[src/include/hvip_consts.vh]
`ifndef HVIP_CONSTS_VH
`define HVIP_CONSTS_VH

// Register byte offsets on the Avalon-MM slave (word aligned).
`define HVIP_OFS_PIN_EN      6'h00
`define HVIP_OFS_PIN_FLAG    6'h04
`define HVIP_OFS_PIN_POL     6'h08
`define HVIP_OFS_HV_CFG      6'h0c
`define HVIP_OFS_HV_EVT      6'h10
`define HVIP_OFS_HV_FLAG     6'h14
`define HVIP_OFS_LEVELS      6'h18
`define HVIP_OFS_OC_EN       6'h1c
`define HVIP_OFS_OC_FLAG     6'h20
`define HVIP_OFS_ROUTE       6'h24

// Field positions in the high-voltage configuration register (two bits each).
`define HVIP_CFG_DIEN_LSB    0
`define HVIP_CFG_AEN_LSB     2
`define HVIP_CFG_RATIO_LSB   4
`define HVIP_CFG_DIR_LSB     6
`define HVIP_CFG_BYP_LSB     8
`define HVIP_CFG_OVR_LSB     10

// Field positions in the high-voltage event register.
`define HVIP_EVT_EN_LSB      0
`define HVIP_EVT_POL_LSB     2

// Field position of the port pin levels in the level register.
`define HVIP_LVL_PIN_LSB     8

// Reset values.
`define HVIP_RST_BYTE        8'h00
`define HVIP_RST_HV2         2'h0
`define HVIP_RST_CFG         12'h000
`define HVIP_RST_ROUTE       2'h0
`define HVIP_RST_DATA        32'h0000_0000

// Capture route field codes.
`define HVIP_ROUTE_SERIAL0   2'h0
`define HVIP_ROUTE_SERIAL1   2'h2

// ADC channel select codes of the internal high-voltage channels.
`define HVIP_ADC_CH_HV0      6'h0d
`define HVIP_ADC_CH_HV1      6'h0e

`endif

[src/rtl/hvip_port.v]
`timescale 1ns/1ps
`include "hvip_consts.vh"

module hvip_port #(
    parameter PIN_W  = 8,
    parameter PIN_IMPL = 8'hff,
    parameter OC_W   = 5
) (
    input  wire              CLK,
    input  wire              RST,
    input  wire [5:0]        AVS_ADDRESS,
    input  wire              AVS_READ,
    input  wire              AVS_WRITE,
    input  wire [31:0]       AVS_WRITEDATA,
    input  wire [3:0]        AVS_BYTEENABLE,
    output reg  [31:0]       AVS_READDATA,
    output wire              AVS_WAITREQUEST,
    input  wire [PIN_W-1:0]  PIN_IN,
    input  wire [1:0]        HV_PIN_IN,
    input  wire              STOP_MODE,
    input  wire              REDUCED_PERF,
    input  wire [OC_W-1:0]   OC_DETECT,
    input  wire [OC_W-1:0]   OC_FULL_DRIVE,
    input  wire [OC_W-1:0]   OC_OUT_HIGH,
    input  wire [5:0]        ADC_ADC_CHANNEL_SELECT,
    input  wire              RXD0_IN,
    input  wire              RXD1_IN,
    input  wire              TIM_IC3_PIN,
    output reg               PIN_IRQ,
    output reg               HV_IRQ,
    output reg               OC_IRQ,
    output reg               WAKEUP,
    output reg  [1:0]        HV_DIG_BUF_EN,
    output reg  [1:0]        HV_ANA_EN,
    output reg  [1:0]        HV_RATIO_SEL,
    output reg  [1:0]        HV_DIRECT,
    output reg  [1:0]        HV_IMP_BYPASS,
    output reg  [1:0]        ADC_HV_CONNECT,
    output reg  [OC_W-1:0]   OC_MON_PWR,
    output reg  [OC_W-1:0]   OC_FORCE_LOW,
    output reg               TIM_IC3_OUT
);

    ////////////////////////////////////////////////////////////////////////////
    // Pin synchronisers.

    reg  [PIN_W-1:0] pin_s1_q;
    reg  [PIN_W-1:0] pin_s2_q;
    reg  [PIN_W-1:0] pin_prev_q;
    reg  [1:0]       hv_s1_q;
    reg  [1:0]       hv_s2_q;
    reg  [1:0]       hv_prev_q;
    reg  [OC_W-1:0]  oc_s1_q;
    reg  [OC_W-1:0]  oc_s2_q;
    reg              rx0_s1_q;
    reg              rx0_s2_q;
    reg              rx1_s1_q;
    reg              rx1_s2_q;
    reg              ic3_s1_q;
    reg              ic3_s2_q;

    // First stages feed only the second stages, so metastability stays contained.
    always @(posedge CLK) begin
        if (RST) begin
            pin_s1_q <= {PIN_W{1'b0}};
            pin_s2_q <= {PIN_W{1'b0}};
            hv_s1_q  <= `HVIP_RST_HV2;
            hv_s2_q  <= `HVIP_RST_HV2;
            oc_s1_q  <= {OC_W{1'b0}};
            oc_s2_q  <= {OC_W{1'b0}};
            rx0_s1_q <= 1'b1;
            rx0_s2_q <= 1'b1;
            rx1_s1_q <= 1'b1;
            rx1_s2_q <= 1'b1;
            ic3_s1_q <= 1'b0;
            ic3_s2_q <= 1'b0;
        end else begin
            pin_s1_q <= PIN_IN;
            pin_s2_q <= pin_s1_q;
            hv_s1_q  <= HV_PIN_IN;
            hv_s2_q  <= hv_s1_q;
            oc_s1_q  <= OC_DETECT;
            oc_s2_q  <= oc_s1_q;
            rx0_s1_q <= RXD0_IN;
            rx0_s2_q <= rx0_s1_q;
            rx1_s1_q <= RXD1_IN;
            rx1_s2_q <= rx1_s1_q;
            ic3_s1_q <= TIM_IC3_PIN;
            ic3_s2_q <= ic3_s1_q;
        end
    end

    ////////////////////////////////////////////////////////////////////////////
    // Register storage and bus decode.

    reg  [PIN_W-1:0] pin_en_q;
    reg  [PIN_W-1:0] pin_flag_q;
    reg  [PIN_W-1:0] pin_flag_d;
    reg  [PIN_W-1:0] pin_pol_q;
    reg  [11:0]      hv_cfg_q;
    reg  [1:0]       hv_en_q;
    reg  [1:0]       hv_pol_q;
    reg  [1:0]       hv_flag_q;
    reg  [1:0]       hv_flag_d;
    reg  [OC_W-1:0]  oc_en_q;
    reg  [OC_W-1:0]  oc_flag_q;
    reg  [OC_W-1:0]  oc_flag_d;
    reg  [1:0]       route_q;
    reg              ack_q;
    reg  [31:0]      rdata_d;

    wire [PIN_W-1:0] impl = PIN_IMPL;
    wire [1:0]       dien = hv_cfg_q[`HVIP_CFG_DIEN_LSB +: 2];
    wire [1:0]       aen  = hv_cfg_q[`HVIP_CFG_AEN_LSB +: 2];
    wire [1:0]       dir  = hv_cfg_q[`HVIP_CFG_DIR_LSB +: 2];
    wire [1:0]       ovr  = hv_cfg_q[`HVIP_CFG_OVR_LSB +: 2];

    // One wait cycle per access; the ack pulse releases the master.
    wire acc    = (AVS_READ | AVS_WRITE) & ~ack_q;
    wire wr_go  = AVS_WRITE & ack_q;
    wire lane0  = AVS_BYTEENABLE[0];
    wire lane1  = AVS_BYTEENABLE[1];
    wire [7:0]  wb0 = AVS_WRITEDATA[7:0];
    wire [7:0]  wb1 = AVS_WRITEDATA[15:8];

    assign AVS_WAITREQUEST = (AVS_READ | AVS_WRITE) & ~ack_q;

    wire wr_pin_en  = wr_go & lane0 & (AVS_ADDRESS == `HVIP_OFS_PIN_EN);
    wire wr_pin_fl  = wr_go & lane0 & (AVS_ADDRESS == `HVIP_OFS_PIN_FLAG);
    wire wr_pin_pol = wr_go & lane0 & (AVS_ADDRESS == `HVIP_OFS_PIN_POL);
    wire wr_cfg     = wr_go & (AVS_ADDRESS == `HVIP_OFS_HV_CFG);
    wire wr_evt     = wr_go & lane0 & (AVS_ADDRESS == `HVIP_OFS_HV_EVT);
    wire wr_hv_fl   = wr_go & lane0 & (AVS_ADDRESS == `HVIP_OFS_HV_FLAG);
    wire wr_oc_en   = wr_go & lane0 & (AVS_ADDRESS == `HVIP_OFS_OC_EN);
    wire wr_oc_fl   = wr_go & lane0 & (AVS_ADDRESS == `HVIP_OFS_OC_FLAG);
    wire wr_route   = wr_go & lane0 & (AVS_ADDRESS == `HVIP_OFS_ROUTE);

    ////////////////////////////////////////////////////////////////////////////
    // High-voltage input mode selection.

    // Stop configuration needs both stop and the regulator in reduced mode.
    wire stop_cfg = STOP_MODE & REDUCED_PERF;

    reg  [1:0] buf_en;
    reg  [1:0] ana_on;
    reg  [1:0] evt_ok;
    integer    h;

    // Buffer, analog path and event permission per pin and mode.
    always @* begin
        buf_en = 2'h0;
        ana_on = 2'h0;
        evt_ok = 2'h0;
        for (h = 0; h < 2; h = h + 1) begin
            if (stop_cfg) begin
                buf_en[h] = dien[h];
                evt_ok[h] = dien[h];
            end else if (aen[h]) begin
                buf_en[h] = ovr[h] & ~dir[h];
                ana_on[h] = 1'b1;
            end else begin
                buf_en[h] = dien[h];
                evt_ok[h] = dien[h];
            end
        end
    end

    // A disabled buffer reads low, so no level or edge leaks through it.
    wire [1:0] hv_lvl = hv_s2_q & buf_en;

    ////////////////////////////////////////////////////////////////////////////
    // Edge detection and sticky flags.

    // The synchronised pad level is seen whatever the pin direction.
    wire [PIN_W-1:0] pin_rise = pin_s2_q & ~pin_prev_q;
    wire [PIN_W-1:0] pin_fall = ~pin_s2_q & pin_prev_q;
    wire [PIN_W-1:0] pin_edge = ((pin_rise & pin_pol_q) | (pin_fall & ~pin_pol_q)) & impl;
    wire [1:0] hv_rise = hv_lvl & ~hv_prev_q;
    wire [1:0] hv_fall = ~hv_lvl & hv_prev_q;
    wire [1:0] hv_edge = ((hv_rise & hv_pol_q) | (hv_fall & ~hv_pol_q)) & evt_ok;

    // Over-current counts only for a powered monitor at full drive on the
    // protected side; ground pins mirror the supply pin.
    reg  [OC_W-1:0] oc_side;
    integer         k;
    always @* begin
        oc_side = {OC_W{1'b0}};
        for (k = 0; k < OC_W; k = k + 1) begin
            if (k == 0) begin
                oc_side[k] = OC_OUT_HIGH[k];
            end else begin
                oc_side[k] = ~OC_OUT_HIGH[k];
            end
        end
    end
    wire [OC_W-1:0] oc_pwr = oc_en_q & {OC_W{~STOP_MODE}};
    wire [OC_W-1:0] oc_hit = oc_s2_q & oc_pwr & OC_FULL_DRIVE & oc_side;

    // Clear applies first and the new edge is ORed after, so set wins.
    always @* begin
        pin_flag_d = pin_flag_q;
        hv_flag_d  = hv_flag_q;
        oc_flag_d  = oc_flag_q;
        if (wr_pin_fl) begin
            pin_flag_d = pin_flag_q & ~wb0[PIN_W-1:0];
        end
        if (wr_hv_fl) begin
            hv_flag_d = hv_flag_q & ~wb0[1:0];
        end
        if (wr_oc_fl) begin
            oc_flag_d = oc_flag_q & ~wb0[OC_W-1:0];
        end
        pin_flag_d = (pin_flag_d | pin_edge) & impl;
        hv_flag_d  = hv_flag_d | hv_edge;
        oc_flag_d  = oc_flag_d | oc_hit;
    end

    ////////////////////////////////////////////////////////////////////////////
    // Register updates.

    always @(posedge CLK) begin
        if (RST) begin
            pin_prev_q <= {PIN_W{1'b0}};
            hv_prev_q  <= `HVIP_RST_HV2;
            pin_en_q   <= {PIN_W{1'b0}};
            pin_flag_q <= {PIN_W{1'b0}};
            pin_pol_q  <= {PIN_W{1'b0}};
            hv_cfg_q   <= `HVIP_RST_CFG;
            hv_en_q    <= `HVIP_RST_HV2;
            hv_pol_q   <= `HVIP_RST_HV2;
            hv_flag_q  <= `HVIP_RST_HV2;
            oc_en_q    <= {OC_W{1'b0}};
            oc_flag_q  <= {OC_W{1'b0}};
            route_q    <= `HVIP_RST_ROUTE;
            ack_q      <= 1'b0;
        end else begin
            pin_prev_q <= pin_s2_q;
            hv_prev_q  <= hv_lvl;
            pin_flag_q <= pin_flag_d;
            hv_flag_q  <= hv_flag_d;
            oc_flag_q  <= oc_flag_d;
            ack_q      <= acc;
            if (wr_pin_en) begin
                pin_en_q <= wb0[PIN_W-1:0] & impl;
            end
            if (wr_pin_pol) begin
                pin_pol_q <= wb0[PIN_W-1:0] & impl;
            end
            if (wr_cfg & lane0) begin
                hv_cfg_q[7:0] <= wb0;
            end
            if (wr_cfg & lane1) begin
                hv_cfg_q[11:8] <= wb1[3:0];
            end
            if (wr_evt) begin
                hv_en_q  <= wb0[`HVIP_EVT_EN_LSB +: 2];
                hv_pol_q <= wb0[`HVIP_EVT_POL_LSB +: 2];
            end
            if (wr_oc_en) begin
                oc_en_q <= wb0[OC_W-1:0];
            end
            if (wr_route) begin
                route_q <= wb0[1:0];
            end
        end
    end

    ////////////////////////////////////////////////////////////////////////////
    // Read data; unmapped addresses answer zero.

    always @* begin
        rdata_d = `HVIP_RST_DATA;
        case (AVS_ADDRESS)
            `HVIP_OFS_PIN_EN: begin
                rdata_d[PIN_W-1:0] = pin_en_q & impl;
            end
            `HVIP_OFS_PIN_FLAG: begin
                rdata_d[PIN_W-1:0] = pin_flag_q & impl;
            end
            `HVIP_OFS_PIN_POL: begin
                rdata_d[PIN_W-1:0] = pin_pol_q;
            end
            `HVIP_OFS_HV_CFG: begin
                rdata_d[11:0] = hv_cfg_q;
            end
            `HVIP_OFS_HV_EVT: begin
                rdata_d[`HVIP_EVT_EN_LSB +: 2]  = hv_en_q;
                rdata_d[`HVIP_EVT_POL_LSB +: 2] = hv_pol_q;
            end
            `HVIP_OFS_HV_FLAG: begin
                rdata_d[1:0] = hv_flag_q;
            end
            `HVIP_OFS_LEVELS: begin
                rdata_d[1:0] = hv_lvl;
                rdata_d[`HVIP_LVL_PIN_LSB +: PIN_W] = pin_s2_q & impl;
            end
            `HVIP_OFS_OC_EN: begin
                rdata_d[OC_W-1:0] = oc_en_q;
            end
            `HVIP_OFS_OC_FLAG: begin
                rdata_d[OC_W-1:0] = oc_flag_q;
            end
            `HVIP_OFS_ROUTE: begin
                rdata_d[1:0] = route_q;
            end
            default: begin
                rdata_d = `HVIP_RST_DATA;
            end
        endcase
    end

    // Read data is captured in the wait cycle and stands at the release edge.
    always @(posedge CLK) begin
        if (RST) begin
            AVS_READDATA <= `HVIP_RST_DATA;
        end else if (AVS_READ & ~ack_q) begin
            AVS_READDATA <= rdata_d;
        end
    end

    ////////////////////////////////////////////////////////////////////////////
    // Registered outputs toward the pads, the ADC and the timer.

    always @(posedge CLK) begin
        if (RST) begin
            PIN_IRQ        <= 1'b0;
            HV_IRQ         <= 1'b0;
            OC_IRQ         <= 1'b0;
            WAKEUP         <= 1'b0;
            HV_DIG_BUF_EN  <= `HVIP_RST_HV2;
            HV_ANA_EN      <= `HVIP_RST_HV2;
            HV_RATIO_SEL   <= `HVIP_RST_HV2;
            HV_DIRECT      <= `HVIP_RST_HV2;
            HV_IMP_BYPASS  <= `HVIP_RST_HV2;
            ADC_HV_CONNECT <= `HVIP_RST_HV2;
            OC_MON_PWR     <= {OC_W{1'b0}};
            OC_FORCE_LOW   <= {OC_W{1'b0}};
            TIM_IC3_OUT    <= 1'b0;
        end else begin
            PIN_IRQ <= |(pin_flag_q & pin_en_q);
            HV_IRQ  <= |(hv_flag_q & hv_en_q);
            OC_IRQ  <= |oc_flag_q;
            // Wakeup is meaningful only while the stop configuration holds.
            WAKEUP  <= stop_cfg & (|(hv_flag_q & hv_en_q) | |(pin_flag_q & pin_en_q));
            HV_DIG_BUF_EN <= buf_en;
            HV_ANA_EN     <= ana_on;
            HV_RATIO_SEL  <= hv_cfg_q[`HVIP_CFG_RATIO_LSB +: 2] & ana_on;
            HV_DIRECT     <= dir & ana_on;
            HV_IMP_BYPASS <= hv_cfg_q[`HVIP_CFG_BYP_LSB +: 2] & dir & ana_on;
            ADC_HV_CONNECT[0] <= ana_on[0] & (ADC_ADC_CHANNEL_SELECT == `HVIP_ADC_CH_HV0);
            ADC_HV_CONNECT[1] <= ana_on[1] & (ADC_ADC_CHANNEL_SELECT == `HVIP_ADC_CH_HV1);
            OC_MON_PWR    <= oc_pwr;
            // The driver stays forced low until software clears the flag.
            OC_FORCE_LOW  <= oc_flag_d;
            case (route_q)
                `HVIP_ROUTE_SERIAL0: begin
                    TIM_IC3_OUT <= rx0_s2_q;
                end
                `HVIP_ROUTE_SERIAL1: begin
                    TIM_IC3_OUT <= rx1_s2_q;
                end
                default: begin
                    TIM_IC3_OUT <= ic3_s2_q;
                end
            endcase
        end
    end

endmodule

[config.mk]
export PLATFORM = sky130hd
export DESIGN_NAME = hvip_port
export DESIGN_NICKNAME = d
export VERILOG_FILES = /design/src/rtl/hvip_port.v
export VERILOG_INCLUDE_DIRS = /design/src /design/src/include
export SDC_FILE = /design/constraint.sdc
export NUM_CORES = 1
export LEC_CHECK = 0
export BUFFER_PORTS_ARGS = -buffer_cell sky130_fd_sc_hd__buf_2
export CAP_MARGIN = 20
export CORE_MARGIN = 8
export CORE_UTILIZATION = 55
export CTS_CLUSTER_SIZE = 28
export DETAILED_ROUTE_END_ITERATION = 7
export PLACE_DENSITY_LB_ADDON = 0.08
export SYNTH_ARGS = -nofsm -noshare
export SYNTH_HDL_FRONTEND = slang
export SYNTH_SLANG_ARGS = --single-unit
[constraint.sdc]
create_clock -name CLK -period 4.7 [get_ports CLK]
set_input_delay 0.94 -clock CLK [delete_from_list [all_inputs] [get_ports CLK]]
set_output_delay 0.94 -clock CLK [all_outputs]
set_load 0.02 [all_outputs]
==> impl_metrics.py <==
metrics = {
    "outcome": {
        "status": "finished, final reports clean",
    },
    "setup_path": {
        "worstSetupPathType": "in -> reg",
        "rrSetupSlack_ps": 2680,
        "r2r_cells": 3,
        "cp.arrival_ps": 2940,
        "required_ps": 5130,
        "r2r-start": "ack_q",
        "startpoint_type": "primary input",
        "path_max_fanout": 10,
        "cp-end-kind": "register",
        "reg2reg_to": "AVS_READDATA[3]",
    },
    "synth": {
        "synthCells": 547,
        "syn-cell-area_um2": 5381,
        "syn_area_per_cell_um2": 9.838,
        "yosysSeqAreaShare": 0.5171,
        "synthArstFlopShare": 0,
        "ys.flop_type": "dfxtp_1",
        "yosysWarningCount": 0,
        "synth_cell_types": 50,
        "synth_edf_count": 0,
        "ys_ff_latch": 139,
    },
    "finish": {
        "instances_no_fill": 788,
        "n_fill_cell": 823,
        "drive_gt1_frac": 0.2382,
        "final_core_util": 0.6756,
        "area_delta_synth_final_pct": 21.02,
        "layout.nets": 724,
        "antenna_cells": 0,
    },
    "cts": {
        "clock-sinks": 139,
        "cts_tree": "yes",
        "cts-root-buf": "clkbuf_8",
        "clk_latency_ps": 520,
        "cts_max_path_buffers": 2,
        "cts_max_level": 4,
        "ctsResizeCount": 0,
        "cts_buffers": 17,
        "post_cts_buffers": 0,
        "ctsHoldBuffers": 0,
        "path_clk_slew_ps": 60,
    },
    "pwr": {
        "p_leak_nw": 2.730,
        "peakVddDrop_mv": 0.2386,
        "p_int_mw": 2.127,
        "clkPwrFrac": 0.506,
        "total_power_mw": 2.729,
        "switching_share": 0.2205,
        "pwr-share-seq": 0.445,
        "p_switching_uw": 601.7,
        "power_frac_comb": 0.049,
        "power.density_nw_per_um2": 419.1,
    },
    "grt": {
        "antenna_found_initial": 0,
        "grt_use_total": 0.2109,
        "first_global_vias": 4243,
        "overflow": 0,
        "grt_max_degree": 68,
        "grt_pass1_wl_um": 21500,
    },
    "timing": {
        "fin_tns_setup_ps": 0,
        "clock.fmax_mhz": 398.1,
        "setup_violations": 0,
        "slew_viol_final": 0,
        "fin_skew_ps": 5.362,
        "period_needed_ps": 2512,
        "tightest_slew_ps": 1113,
        "rsz0062_at_grt": "no",
        "fin_crit_sh": 0.5345,
        "relSlewSlack": 0.2567,
        "hold_viol": 0,
        "hold_slack_ps": 409.8,
    },
    "drt": {
        "num_vias": 4247,
        "dr.pass1.iters": 5,
        "via_per_inst": 5.390,
        "wl_per_cell_um": 17.10,
        "wirelength_um": 13480,
        "antenna_left": 0,
        "drc": 0,
        "drt_iter0_drc": 319,
    },
    "floorplan": {
        "die-area_um2": 13210,
        "core_area_um2": 9639,
        "io_pins": 142,
        "initial_utilization": 0.5583,
        "die_w_um": 114.9,
        "num_rows": 36,
        "die_y_um": 114.9,
    },
    "place": {
        "globalplace.congestion": 0.8572,
        "detailed_place_hpwl_um": 9526,
        "placed_cells": 756,
        "io_buffers": 103,
    },
    "min_path": {
        "hp-start": "rx0_s1_q",
        "min_path_type": "reg -> reg",
        "min_path_cells": 1,
        "hold_end": "rx0_s2_q",
    },
    "job": {
        "drv_cap": 0,
    },
}
==> metal layers <==
metal,share of wire,track usage,wire [um]
met1,0.43,0.2538,5794
met2,0.48,0.3387,6454
met3,0.073,0.06828,982
met4,0.018,0.09107,244
met5,0,0,0
==> critical path, cell delays in order <==
cell and delay (ps):
buf_2 140, nor4b_2 720, and3b_1 620, nand3b_1 240
a311oi_1 290
==> state kept, by name (all words and copies together), names as in the netlist, 5 cells and up <==
name          count
AVS_READDATA     16
pin_s2_q          8
hv_cfg_q         12
oc_s2_q           5
pin_pol_q         8
oc_en_q           5
pin_s1_q          8
OC_FORCE_LOW      5
oc_s1_q           5
pin_prev_q        8
OC_MON_PWR        5
pin_flag_q        8
pin_en_q          8
==> layout by cell type, fill, tap and decap left out, types with 3 or more instances in the layout <==
| master | count |
|---|---|
| nor2_1 | 81 |
| dfxtp_1 | 139 |
| a21oi_1 | 32 |
| a21boi_0 | 3 |
| or2_2 | 5 |
| a22oi_1 | 10 |
| nand3b_1 | 3 |
| nand2_1 | 27 |
| clkinv_4 | 3 |
| conb_1 | 16 |
| mux2i_1 | 44 |
| a22o_1 | 3 |
| buf_2 | 102 |
| bufinv_16 | 4 |
| buf_4 | 3 |
| a32oi_1 | 3 |
| o21ai_0 | 16 |
| nor2b_1 | 45 |
| clkbuf_16 | 16 |
| mux4_2 | 7 |
| and2_1 | 12 |
| o211ai_1 | 3 |
| nor4bb_1 | 4 |
| a221oi_1 | 5 |
| and3_1 | 5 |
| inv_1 | 8 |
| nand3_1 | 11 |
| clkinvlp_4 | 5 |
| nor3_1 | 7 |
==> worst max path at each step <==
stage	startpoint	end	slack (ps)
5_1_grt	AVS_ADDRESS[1]	AVS_READDATA[0]	2070
2_1_floorplan	AVS_ADDRESS[5]	hv_cfg_q[0]	2260
4_1_cts	AVS_ADDRESS[1]	AVS_READDATA[0]	2280
6_report	AVS_ADDRESS[1]	AVS_READDATA[0]	2190
3_5_place_dp	AVS_ADDRESS[1]	AVS_READDATA[0]	1750
3_3_place_gp	AVS_ADDRESS[1]	AVS_READDATA[0]	1750
==> area by class of cell <==
type	count	area (um2)	area share
clock buffer	19	431.7	0.06628
clock inverter	13	192.7	0.02959
inverter	8	30.03	0.004611
multi-input combinational	371	2376	0.3648
sequential	139	2783	0.4273
tap	133	166.4	0.02555
timing repair buffer	105	533.0	0.08184
==> cell usage after synthesis, types with 4 or more instances <==
library cell  number  area share
dfxtp_1          139        0.52
mux2i_1           44       0.082
a21oi_1           32       0.030
or2_2              5      0.0058
nand2_1           27       0.019
and2_1            12       0.014
nor4bb_1           4      0.0074
nor2b_1           45       0.052
nor2_1            81       0.056
clkbuf_1          19       0.013
a221oi_1           5      0.0081
buf_2              4      0.0037
o21ai_0           16       0.015
nor3_1             7      0.0065
nand3_1           11       0.010
and3_1             5      0.0058
a22oi_1           10       0.014
inv_1              8      0.0056
mux4_2             7       0.029
buf_4             17       0.024
==> stage by stage <==
step	setup slack (ps)	area, um2
final	2188	6513
after global routing	2069	6513
after CTS	2277	6513
after detailed placement	1745	5888
after global placement	1746	5888
after floorplan	2261	5438
==> power groups by stage <==
stage          registers (mW)  logic, mW  clock network, mW
2_1_floorplan            1.24     0.0890                  0
3_3_place_gp             1.24      0.129                  0
3_5_place_dp             1.24      0.132                  0
4_1_cts                  1.21      0.133               1.40
5_1_grt                  1.22      0.146               1.46
6_report                 1.21      0.134               1.38
==> logic make-up after synthesis <==
family / after synthesis / share of synthesized area
AO/OA/AOI/OAI: 86 / 0.1028
multiplexers: 52 / 0.1132
AND/OR/NAND/NOR: 217 / 0.2144
buffers and inverters: 52 / 0.05185
other: 1 / 0.0006968
flip-flops: 139 / 0.5171
Note: power is estimated with default switching activity, not from simulation.
